$ cat src/verilog/i2cst_pkg.sv
package i2cst_pkg;
  // apb byte offsets
  localparam logic [7:0] OFS_DATA = 8'h00;
  localparam logic [7:0] OFS_OWN = 8'h04;
  localparam logic [7:0] OFS_MODE = 8'h08;
  localparam logic [7:0] OFS_STAT = 8'h0c;
  localparam logic [7:0] OFS_TOC = 8'h10;
  localparam logic [7:0] OFS_IRQ = 8'h14;
  // serial_mode_reg fields
  localparam int MODE_MSB = 7;
  localparam int MODE_LSB = 5;
  localparam int MODE_EN_BIT = 1;
  localparam logic [2:0] MODE_I2C_SLAVE = 3'h6;
  localparam logic [7:0] MODE_RST = 8'he0;
  // serial_status_reg fields
  localparam int ST_DONE_BIT = 7;
  localparam int ST_MATCH_BIT = 6;
  localparam int ST_BUSY_BIT = 5;
  localparam int ST_HTX_BIT = 4;
  localparam int ST_ACK_TO_SEND_BIT = 3;
  localparam int ST_SRW_BIT = 2;
  localparam int ST_ACK_RECEIVED_FLAG_BIT = 0;
  // bus_timeout_control fields
  localparam int TOC_EN_BIT = 7;
  localparam int TOC_FLAG_BIT = 6;
  localparam int TOC_SEL_MSB = 5;
  localparam logic [7:0] TOC_RST = 8'h00;
  // irq register fields
  localparam int IRQ_EN_BIT = 0;
  localparam int IRQ_PEND_BIT = 1;
  // timeout tick is the sub clock divided by this
  localparam int TO_DIV = 32;
  localparam int TO_DIV_W = $clog2(TO_DIV);
  localparam logic [3:0] BYTE_BITS = 4'h8;
  typedef enum logic [3:0] {
    st_idle, st_addr, st_aack, st_hold, st_tx, st_rack, st_rx, st_dack, st_wait
  } i2cst_fsm_t;
endpackage

$ cat src/verilog/i2cst_sync.sv
`timescale 1ns/100ps
module i2cst_sync import i2cst_pkg::*; #(
  parameter int W = 1
) (
  input wire logic pclk,
  input wire logic presetn,
  input wire logic [W-1:0] d,
  output logic [W-1:0] q
);
  typedef struct packed {
    logic [W-1:0] s1;
    logic [W-1:0] s2;
    logic [W-1:0] s3;
    logic [W-1:0] q;
  } i2cst_sync_t;
  i2cst_sync_t s_r;
  i2cst_sync_t s_nxt;

  initial begin
    if (W < 1) $error("i2cst_sync: W must be at least 1");
  end

  // a change counts only once stages two and three agree
  always_comb begin
    s_nxt = s_r;
    s_nxt.s1 = d;
    s_nxt.s2 = s_r.s1;
    s_nxt.s3 = s_r.s2;
    s_nxt.q = ((s_r.s2 ~^ s_r.s3) & s_r.s2) | ((s_r.s2 ^ s_r.s3) & s_r.q);
  end

  // idle bus lines are high
  always_ff @(posedge pclk or negedge presetn) begin
    if (!presetn) begin
      s_r <= '1;
    end else begin
      s_r <= s_nxt;
    end
  end

  assign q = s_r.q;
endmodule

$ cat src/verilog/i2cst_top.sv
// Overview of operation
// - shift seven address bits, match, flag, interrupt
// - eighth bit stored as master read flag
// - acknowledge matching address on ninth clock
// - start is sda fall, scl high; busy
// - data bytes eight bits, msb first
// - receive ack bit driven from ack_to_send
// - master nak: release sda, await stop
// - hold scl until data write or read
// - transmitter_select picks drive or receive
// - one interrupt: match, byte, or timeout
// - active only when mode 110 and enabled
// - timeout starts on match, scl falls clear
// - timeout expiry: stop, clear enable, flag, irq
// - timeout resets bus logic and status register
// - period is (select+1) times 32 sub clocks
// - timeout flag stays until software writes zero
// - stop clears bus busy flag
// - byte done low while shifting, high after
// - ack received flag samples ninth clock sda
//
// Chosen here: the APB interface to the registers and the register addresses.
`timescale 1ns/100ps
module i2cst_top import i2cst_pkg::*; #(
  parameter int ADDR_W = 8
) (
  input wire logic pclk,
  input wire logic presetn,
  input wire logic psel,
  input wire logic penable,
  input wire logic pwrite,
  input wire logic [ADDR_W-1:0] paddr,
  input wire logic [31:0] pwdata,
  output logic [31:0] prdata,
  output logic pready,
  output logic pslverr,
  input wire logic scl_i,
  output logic scl_o,
  output logic scl_oe,
  input wire logic sda_i,
  output logic sda_o,
  output logic sda_oe,
  input wire logic sub_clk,
  output logic serial_irq
);
  typedef struct packed {
    i2cst_fsm_t st;
    logic [7:0] data;
    logic [7:0] sh;
    logic [3:0] cnt;
    logic [7:0] own;
    logic [7:0] mode;
    logic [7:0] toc;
    logic byte_done;
    logic addr_match;
    logic busy;
    logic transmitter_select;
    logic ack_to_send;
    logic master_read_flag;
    logic ack_received_flag;
    logic scl_q;
    logic sda_q;
    logic sub_q;
    logic [TO_DIV_W-1:0] div;
    logic [5:0] to_cnt;
    logic to_run;
    logic sda_low;
    logic scl_low;
    logic irq_en;
    logic irq_pend;
    logic [31:0] rdata;
  } i2cst_state_t;
  i2cst_state_t s_r;
  i2cst_state_t s_nxt;

  logic scl_s;
  logic sda_s;
  logic sub_s;
  logic scl_rise;
  logic scl_fall;
  logic start_ev;
  logic stop_ev;
  logic active;
  logic wr_ev;
  logic rd_ev;
  logic mapped;
  logic tick;
  logic to_fire;
  logic match_ev;
  logic [7:0] sel_addr;

  initial begin
    if (ADDR_W < 8) $error("i2cst_top: ADDR_W must be at least 8");
  end

  i2cst_sync #(.W(3)) u_sync (
    .pclk(pclk),
    .presetn(presetn),
    .d({scl_i, sda_i, sub_clk}),
    .q({scl_s, sda_s, sub_s})
  );

  function automatic logic [7:0] stat_byte(input i2cst_state_t s);
    stat_byte = 8'h00;
    stat_byte[ST_DONE_BIT] = s.byte_done;
    stat_byte[ST_MATCH_BIT] = s.addr_match;
    stat_byte[ST_BUSY_BIT] = s.busy;
    stat_byte[ST_HTX_BIT] = s.transmitter_select;
    stat_byte[ST_ACK_TO_SEND_BIT] = s.ack_to_send;
    stat_byte[ST_SRW_BIT] = s.master_read_flag;
    stat_byte[ST_ACK_RECEIVED_FLAG_BIT] = s.ack_received_flag;
  endfunction

  assign sel_addr = paddr[7:0];
  assign scl_rise = scl_s & ~s_r.scl_q;
  assign scl_fall = ~scl_s & s_r.scl_q;
  assign start_ev = s_r.sda_q & ~sda_s & scl_s & s_r.scl_q;
  assign stop_ev = ~s_r.sda_q & sda_s & scl_s & s_r.scl_q;
  assign active = (s_r.mode[MODE_MSB:MODE_LSB] == MODE_I2C_SLAVE) & s_r.mode[MODE_EN_BIT];
  assign mapped = (paddr[ADDR_W-1:0] <= ADDR_W'(OFS_IRQ)) & (paddr[1:0] == 2'h0);
  assign wr_ev = psel & penable & pwrite & mapped;
  assign rd_ev = psel & penable & ~pwrite & mapped;
  // tick every TO_DIV sub clock rising edges
  assign tick = sub_s & ~s_r.sub_q & (s_r.div == TO_DIV_W'(TO_DIV - 1));
  assign to_fire = active & s_r.to_run & s_r.toc[TOC_EN_BIT] & ~scl_fall & ~stop_ev & tick
                   & (s_r.to_cnt == s_r.toc[TOC_SEL_MSB:0]);
  assign match_ev = (s_r.st == st_addr) & scl_fall & (s_r.cnt == BYTE_BITS)
                    & (s_r.sh[7:1] == s_r.own[7:1]) & ~start_ev & ~stop_ev;

  always_comb begin
    s_nxt = s_r;
    s_nxt.scl_q = scl_s;
    s_nxt.sda_q = sda_s;
    s_nxt.sub_q = sub_s;
    if (sub_s & ~s_r.sub_q) begin
      s_nxt.div = s_r.div + 1'b1;
    end
    // read data staged in the setup phase, so access never waits
    if (psel & ~penable) begin
      s_nxt.rdata = 32'h0000_0000;
      unique case (sel_addr)
        OFS_DATA: s_nxt.rdata[7:0] = s_r.data;
        OFS_OWN: s_nxt.rdata[7:0] = s_r.own;
        OFS_MODE: s_nxt.rdata[7:0] = s_r.mode;
        OFS_STAT: s_nxt.rdata[7:0] = stat_byte(s_r);
        OFS_TOC: s_nxt.rdata[7:0] = s_r.toc;
        OFS_IRQ: s_nxt.rdata[1:0] = {s_r.irq_pend, s_r.irq_en};
        default: s_nxt.rdata = 32'h0000_0000;
      endcase
    end
    // software writes first; hardware events below win
    if (wr_ev) begin
      unique case (sel_addr)
        OFS_DATA: s_nxt.data = pwdata[7:0];
        OFS_OWN: s_nxt.own = pwdata[7:0];
        OFS_MODE: s_nxt.mode = pwdata[7:0] & 8'hef;
        OFS_STAT: begin
          s_nxt.transmitter_select = pwdata[ST_HTX_BIT];
          s_nxt.ack_to_send = pwdata[ST_ACK_TO_SEND_BIT];
          s_nxt.master_read_flag = pwdata[ST_SRW_BIT];
        end
        OFS_TOC: s_nxt.toc = pwdata[7:0];
        OFS_IRQ: begin
          s_nxt.irq_en = pwdata[IRQ_EN_BIT];
          if (pwdata[IRQ_PEND_BIT]) s_nxt.irq_pend = 1'b0;
        end
        default: s_nxt.irq_en = s_r.irq_en;
      endcase
    end
    if (!active) begin
      // flags go to defaults, control bits keep their values
      s_nxt.st = st_idle;
      s_nxt.byte_done = 1'b1;
      s_nxt.addr_match = 1'b0;
      s_nxt.busy = 1'b0;
      s_nxt.master_read_flag = 1'b0;
      s_nxt.ack_received_flag = 1'b1;
      s_nxt.to_run = 1'b0;
      s_nxt.sda_low = 1'b0;
      s_nxt.scl_low = 1'b0;
    end else if (start_ev) begin
      // repeated start restarts the address phase from any state
      s_nxt.st = st_addr;
      s_nxt.busy = 1'b1;
      s_nxt.addr_match = 1'b0;
      s_nxt.cnt = 4'h0;
      s_nxt.sda_low = 1'b0;
      s_nxt.scl_low = 1'b0;
    end else if (stop_ev) begin
      s_nxt.st = st_idle;
      s_nxt.busy = 1'b0;
      s_nxt.to_run = 1'b0;
      s_nxt.sda_low = 1'b0;
      s_nxt.scl_low = 1'b0;
    end else begin
      unique case (s_r.st)
        st_idle, st_wait: s_nxt.st = s_r.st;
        st_addr: begin
          if (scl_rise) begin
            s_nxt.sh = {s_r.sh[6:0], sda_s};
            s_nxt.cnt = s_r.cnt + 1'b1;
          end else if (scl_fall && s_r.cnt == BYTE_BITS) begin
            if (match_ev) begin
              s_nxt.addr_match = 1'b1;
              s_nxt.master_read_flag = s_r.sh[0];
              s_nxt.irq_pend = 1'b1;
              s_nxt.sda_low = 1'b1;
              s_nxt.to_run = 1'b1;
              s_nxt.to_cnt = 6'h00;
              s_nxt.div = '0;
              s_nxt.st = st_aack;
            end else begin
              s_nxt.st = st_wait;
            end
          end
        end
        st_aack, st_dack: begin
          if (scl_fall) begin
            s_nxt.sda_low = 1'b0;
            s_nxt.scl_low = 1'b1;
            s_nxt.st = st_hold;
          end
        end
        st_hold: begin
          if (wr_ev && sel_addr == OFS_DATA && s_r.transmitter_select) begin
            s_nxt.sh = pwdata[7:0];
            s_nxt.sda_low = ~pwdata[7];
            s_nxt.scl_low = 1'b0;
            s_nxt.cnt = 4'h0;
            s_nxt.byte_done = 1'b0;
            s_nxt.st = st_tx;
          end else if (rd_ev && sel_addr == OFS_DATA && !s_r.transmitter_select) begin
            s_nxt.scl_low = 1'b0;
            s_nxt.cnt = 4'h0;
            s_nxt.byte_done = 1'b0;
            s_nxt.st = st_rx;
          end
        end
        st_tx: begin
          if (scl_fall) begin
            s_nxt.cnt = s_r.cnt + 1'b1;
            if (s_r.cnt == BYTE_BITS - 4'h1) begin
              s_nxt.sda_low = 1'b0;
              s_nxt.st = st_rack;
            end else begin
              s_nxt.sh = {s_r.sh[6:0], 1'b0};
              s_nxt.sda_low = ~s_r.sh[6];
            end
          end
        end
        st_rack: begin
          if (scl_rise) begin
            s_nxt.ack_received_flag = sda_s;
            s_nxt.byte_done = 1'b1;
            s_nxt.irq_pend = 1'b1;
          end else if (scl_fall) begin
            // a nak means the master wants no more data
            s_nxt.st = s_r.ack_received_flag ? st_wait : st_hold;
            s_nxt.scl_low = ~s_r.ack_received_flag;
          end
        end
        st_rx: begin
          if (scl_rise) begin
            s_nxt.sh = {s_r.sh[6:0], sda_s};
            s_nxt.cnt = s_r.cnt + 1'b1;
          end else if (scl_fall && s_r.cnt == BYTE_BITS) begin
            s_nxt.data = s_r.sh;
            s_nxt.byte_done = 1'b1;
            s_nxt.irq_pend = 1'b1;
            s_nxt.sda_low = ~s_r.ack_to_send;
            s_nxt.st = st_dack;
          end
        end
      endcase
      // timeout counter, cleared by every scl fall
      if (s_r.to_run && s_r.toc[TOC_EN_BIT]) begin
        if (scl_fall) begin
          s_nxt.to_cnt = 6'h00;
        end else if (tick) begin
          s_nxt.to_cnt = s_r.to_cnt + 1'b1;
        end
      end
    end
    if (to_fire) begin
      s_nxt.to_run = 1'b0;
      s_nxt.toc[TOC_EN_BIT] = 1'b0;
      s_nxt.toc[TOC_FLAG_BIT] = 1'b1;
      s_nxt.irq_pend = 1'b1;
      s_nxt.st = st_idle;
      s_nxt.sda_low = 1'b0;
      s_nxt.scl_low = 1'b0;
      s_nxt.byte_done = 1'b1;
      s_nxt.addr_match = 1'b0;
      s_nxt.busy = 1'b0;
      s_nxt.transmitter_select = 1'b0;
      s_nxt.ack_to_send = 1'b0;
      s_nxt.master_read_flag = 1'b0;
      s_nxt.ack_received_flag = 1'b1;
    end
  end

  always_ff @(posedge pclk or negedge presetn) begin
    if (!presetn) begin
      s_r <= '0;
      s_r.st <= st_idle;
      s_r.mode <= MODE_RST;
      s_r.toc <= TOC_RST;
      s_r.byte_done <= 1'b1;
      s_r.ack_received_flag <= 1'b1;
      s_r.scl_q <= 1'b1;
      s_r.sda_q <= 1'b1;
      // synchroniser resets high, so no false sub clock edge
      s_r.sub_q <= 1'b1;
    end else begin
      s_r <= s_nxt;
    end
  end

  // zero wait states: read data was staged during setup
  assign pready = 1'b1;
  assign pslverr = psel & penable & ~mapped;
  assign prdata = s_r.rdata;
  assign scl_o = 1'b0;
  assign sda_o = 1'b0;
  assign scl_oe = s_r.scl_low;
  assign sda_oe = s_r.sda_low;
  assign serial_irq = s_r.irq_pend & s_r.irq_en;
endmodule

$ cat config.mk
export PLATFORM = sky130hd
export DESIGN_NAME = i2cst_top
export DESIGN_NICKNAME = d
export VERILOG_FILES = /design/src/verilog/i2cst_pkg.sv /design/src/verilog/i2cst_sync.sv /design/src/verilog/i2cst_top.sv
export SDC_FILE = /design/constraint.sdc
export NUM_CORES = 1
export LEC_CHECK = 0
export BUFFER_PORTS_ARGS = -buffer_cell sky130_fd_sc_hd__buf_2
export CELL_PAD_IN_SITES_DETAIL_PLACEMENT = 1
export CELL_PAD_IN_SITES_GLOBAL_PLACEMENT = 2
export CORE_ASPECT_RATIO = 0.75
export CORE_MARGIN = 2
export CORE_UTILIZATION = 36
export DETAILED_ROUTE_END_ITERATION = 10
export HOLD_SLACK_MARGIN = 0.12
export PLACE_DENSITY_LB_ADDON = 0.12
export SYNTH_ARGS = -nofsm -noshare
export SYNTH_HDL_FRONTEND = slang
export SYNTH_SLANG_ARGS = --single-unit
$ cat constraint.sdc
create_clock -name pclk -period 2.4 [get_ports pclk]
set_input_delay 0.48 -clock pclk [delete_from_list [all_inputs] [get_ports pclk]]
set_output_delay 0.48 -clock pclk [all_outputs]
set_load 0.005 [all_outputs]
* After elaboration in Yosys (flattened, before gate mapping)
Index checks and enable logic that the tools add are counted.
** Word-level totals
- Bits in registers :: 93
- Input port bits :: 48
- Output and inout bits :: 39
- Word-level logic and storage cells :: 287
** Operators by class
- $add $sub $neg :: 3
- Magnitude comparators :: 1
- Eq/ne operators :: 61
- Muxes and demuxes :: 107
- Bitwise logic cells :: 51
- Reduce and logical (&&, ||, !) cells :: 34
** Operators by type and width (number)
- two-way mux 13 bit :: 7
- two-way mux 12 bit :: 6
- two-way mux 4 bit :: 18
- != test 6 bit (second input constant) :: 10
- two-way mux 8 bit :: 7
- two-way mux 20 bit :: 2
- two-way mux 1 bit :: 37
- case mux 12 bit (3 select lines) :: 1
- bitwise AND 1 bit :: 31
- case mux 6 bit (5 select lines) :: 1
- != test 4 x 2 -> 1 bit (second input constant) :: 6
- case mux 4 bit (6 select lines) :: 1
- two-way mux 11 bit :: 2
- == test 4 x 3 -> 1 bit (second input constant) :: 5
- two-way mux 3 bit :: 6
- two-way mux 6 bit :: 3
- == test 8 x 4 -> 1 bit (second input constant) :: 2
- == test 8 x 5 -> 1 bit (second input constant) :: 2
- two-way mux 16 bit :: 1
- two-way mux 2 bit :: 8
- != test 4 x 3 -> 1 bit (second input constant) :: 4
- != test 4 bit (second input constant) :: 4
- inverter 1 bit :: 15
- AND reduction 5 bit :: 3
- other kinds (49) :: 75

* Logic depth before layout (Yosys ltp)
- Word-level depth :: 22
- Gate-level depth with buffers :: 9
- Mapped depth without buffers :: 9

* Cells and area by module
Synthesis repeated with hierarchy kept, for this count alone.
** Unflattened totals
- Cells, all modules :: 514
- Area total of the unflattened synthesis :: 5368.9 um2
** Modules (own cells, without submodules)
- i2cst_top :: instances 1, cells each 493, area an instance 4971.0 um2
- i2cst_sync :: instances 1, cells each 21, area an instance 397.9 um2

* Worst setup path after synthesis
OpenSTA, ideal clock, no wires.
- Kind :: input-to-reg
- Start :: in paddr[1]
- End :: reg s_r[52] (netlist name)
- Library setup time :: 0.125 ns
- Arrival time :: 2.131 ns
- Required time :: 2.275 ns
- Slack :: 0.144 ns
- Stages :: 6
- Cells stage by stage :: or3_4 or3_4 or4_4 mux2_4 nor2_1 a211oi_1
** RTL lines
- from (decl) :: line i2cst_top.sv:32 : input wire logic [ADDR_W-1:0] paddr,
- to (signal assigned) :: line i2cst_top.sv:315 : s_r <= s_nxt;
- to (decl) :: line i2cst_top.sv:73 : i2cst_state_t s_r;

* Worst setup path in the final report
- Start :: reg s_r[43] (netlist name)
- End :: reg s_r[103] (netlist name)
** Between the ends
- Longest elaborated chain between the ends :: 6
** Ends and longest elaborated chain
- == test 5 bit (*) :: line i2cst_top.sv:124 : assign tick = sub_s & ~s_r.sub_q & (s_r.div == TO_DIV_W'(TO_DIV - 1));
- bitwise AND 1 bit (*) :: line i2cst_top.sv:124
- bitwise AND 1 bit (*) :: line i2cst_top.sv:125 : assign to_fire = active & s_r.to_run & s_r.toc[TOC_EN_BIT] & ~scl_fall & ~stop_ev & tick
- bitwise AND 1 bit (*) :: line i2cst_top.sv:126 : & (s_r.to_cnt == s_r.toc[TOC_SEL_MSB:0]);
- != test 7 bit (no line), or another cell as far along
- AND reduction 11 bit (no line)
Every way passes the cells marked *; elsewhere a longest branch is shown, timed or not.
A chain may end at the register's enable or synchronous reset.

==> qor.txt <==
setup tns final: 0 ns
adder-cell area share of the yosys netlist: 1.84%
floorplan row count: 38
area occupied by multi-input gates: 2790 um2
final number of hold-violating endpoints: 0
Layout area overhead: 16.2%
number of placed I/O pins: 87
Setup CP Type: flop to flop
CP required: 2.63 ns
count of buffers from port buffering: 35
number of max-capacitance violations reported: 0
length of the first detailed-routing pass in iterations: 4
sequential-to-total area share from yosys stat: 43.3%
routability congestion estimate from global placement: 0.839
wirelength, routed: 16.2 mm
Avg WL per Cell: 20.1 um
detailed placement HPWL: 12.4 mm
flops & latches, synth: 93
compound-cell area share of the yosys netlist: 11.9%
count of inserted antenna diode cells: 0
share of post-route cells with drive strength above 1: 31.5%
Hold/Removal Path Class: input pin to async pin
post-route clock skew: 0.0106 ns
met2 usage: 31.2%
asr flop ratio synth: 100%
DRC Markers: 0
highest attainable clock frequency: 440 MHz
share of cell area taken by muxes after synthesis: 14.2%
Final Max Tran Viols: 0
Synth area leader: dfrtp_1
via count of the first global-routing pass: 4513
CP endpoint kind: flop
critical path launch point type: flop
clock tree from TritonCTS: done
synthesized area per cell: 10.1 um2
area share of xor/xnor cells in the synthesized design: 2.90%
Crit path arrival time: 2.50 ns
power per cell area: 552 nW/um2
slew of the pin with the lowest slew margin: 0.516 ns
die area: 16100 um2
Post-Synthesis Cells: 537
# clock sinks: 93
Post-synth top flop: dfrtp_1
gr busiest metal: met1
largest net degree at the start of global routing: 44
area fraction in and, or, nand and nor cells after synthesis: 17.8%
Fill cells: 1674
main combinational cell family by area after synthesis: simple AND/OR/NAND/NOR gates
via count: 4226
number of DRC markers in iteration 0: 241
CTS H-Tree Depth: 3
die height: 110 um
RSZ-0062 raised after global routing: no
leakage power figure: 2.88 nW
area share of the largest cell type after synthesis: 33.6%
met3 capacity usage during global routing: 3.51%
Final Setup Violations: 0
detail-routed via count per cell: 5.26
number of antenna-violating nets in the routed design: 0
global-route wire length before repair: 26.4 mm
number of buffers inserted during clock tree synthesis: 9
register area: 2350 um2
post-synth cell types: 67
buffer depth of the longest clock path: 2
starting density of the core: 37.2%
period utilisation layout: 94.8%
IR Drop Worst-Case VDD: 0.375 mV
shortest clock period the worst path allows after layout: 2.27 ns
Max FO, Critical Path: 5
run status: finished, final reports clean
met1 layer usage reported by global route: 31.9%
top area cells in the synthesized netlist: dfrtp_1, dfstp_2, mux2_2
total track usage: 20.9%
clock latency at the later pin of the worst-skew pair: 0.35 ns
CTS clock-pin slew for the worst setup and hold paths: 0.06 ns
GRT overflow: 0
core area: 14600 um2
combined area of all synthesized cells: 5430 um2
Root Driver: clkbuf_16
total of hold buffers inserted after clock tree synthesis: 0
number of synthesized flops with an enable pin: 0
total design power: 0.00349 W
Die X-Extent: 146 um
worst max-slew margin expressed relative to the limit: 65.6%
number of antenna violations at the first check in global routing: 0
YS warnings: 0
# nets final: 655
[critical path, stage by stage (launching register included)]
cell      delay [ns]
dfrtp_1         0.40
ha_1            0.19
and3_1          0.18
ha_1            0.14
nand3b_1        0.15
nor4_4          0.31
nand4_1         0.18
nand2_1         0.20
buf_4           0.16
nor3_1          0.04
a22o_1          0.20
[worst paths after layout]
kind                                       from         endpoint  slack (ns)  cells past startpoint
worst max register to register          s_r[43]         s_r[103]        0.13                     10
min in group pclk                         sda_i  u_sync.s_nxt[7]        0.23                      1
max in group asynchronous               presetn          s_r[72]        1.58                      2
worst max-delay path                    s_r[43]         s_r[103]        0.13                     10
worst min register to register  u_sync.s_nxt[6]  u_sync.s_nxt[3]        0.36                      0
worst min-delay path                    presetn         s_r[104]        0.11                      1
[repair_timing]
action,in CTS,in global routing
setup endpoints to repair,0,12
gates resized for setup,0,7
buffers inserted,0,0
[stage by stage]
stage | hold WS [ns] | util [%] | cells | cell area (um2) | worst slack [ns]
final | 0.105 | 43.2 | 804 | 6310 | 0.126
after detailed placement | 0.351 | 41.0 | 788 | 5980 | -0.133
after CTS | 0.128 | 43.0 | 804 | 6280 | 0.0507
after global routing | 0.134 | 43.2 | 804 | 6310 | 0.0119
after floorplan | 0.184 | - | 562 | 5530 | 0.144
after global placement | 0.346 | 41.0 | 788 | 5980 | -0.110
[registers in the layout, summed over array words and instances (netlist names)]
signal,cells
s_r,71
prdata,8
u_sync.s_nxt,6
u_sync.q,3
u_sync.s_r,3
scl_oe,1
sda_oe,1
[Yosys cell counts, drive strengths merged (9+ instances only)]
master,count
dfrtp,73
nand2,48
mux2,45
buf,43
o21ai,40
nor2,31
a21oi,27
mux2i,24
dfstp,20
clkbuf,15
nand3,12
nor3,10
inv,9
nor2b,9
xnor2,9
xor2,9
[cell type report]
type | instances | share of cell area (%)
clock buffers | 12 | 4.24
clock inverters | 4 | 0.476
flip-flops and latches | 93 | 37.3
repair buffers | 85 | 9.36
multi-input cells | 401 | 44.2
inverters | 9 | 0.535
well taps | 200 | 3.96
[layout by cell type (no fill, tap or decap), drive strengths merged, types with 4 or more instances in the layout]
master / synthesis / routed
mux2i: 24 / 24
xor2: 9 / 9
o31ai: 4 / 4
nand3b: 4 / 4
xnor2: 9 / 9
a21o: 5 / 5
mux2: 45 / 45
clkbuf: 15 / 12
inv: 9 / 9
nor4: 8 / 8
buf: 43 / 85
a221oi: 7 / 7
nor2b: 9 / 9
dfrtp: 73 / 73
nor3: 10 / 10
nand2: 48 / 48
a31oi: 5 / 5
or4: 4 / 4
ha: 8 / 8
or2: 4 / 4
nand2b: 7 / 7
nand4: 4 / 4
a22oi: 5 / 5
nand3: 12 / 12
dfstp: 20 / 20
and3: 6 / 6
a21oi: 27 / 27
o21ai: 40 / 40
nor2: 31 / 31
conb: 2 / 27
[where the power goes]
| group | internal, W | total, W | leakage [nW] | switching (W) |
|---|---|---|---|---|
| clock network | 0.000797 | 0.00144 | 0.144 | 0.000640 |
| registers | 0.00165 | 0.00172 | 1.17 | 0.0000652 |
| logic | 0.000137 | 0.000330 | 1.57 | 0.000194 |
[per-layer routing]
metal	vias up	routed length [um]
met3	13	786
met5	-	0
met4	0	181
met1	2125	8220
met2	103	6970
li1	1985	-
[kinds of logic (layout without fill, tap and decap cells)]
| family | Yosys count | count (layout) |
|---|---|---|
| mux | 70 | 70 |
| xor+xnor | 18 | 18 |
| buf+inv | 68 | 110 |
| simple gates | 171 | 171 |
| fa+ha+maj | 8 | 8 |
| other cells | 2 | 27 |
| flops | 93 | 93 |
| compound gates | 107 | 107 |
No activity file was read; power rests on OpenSTA's default activity.
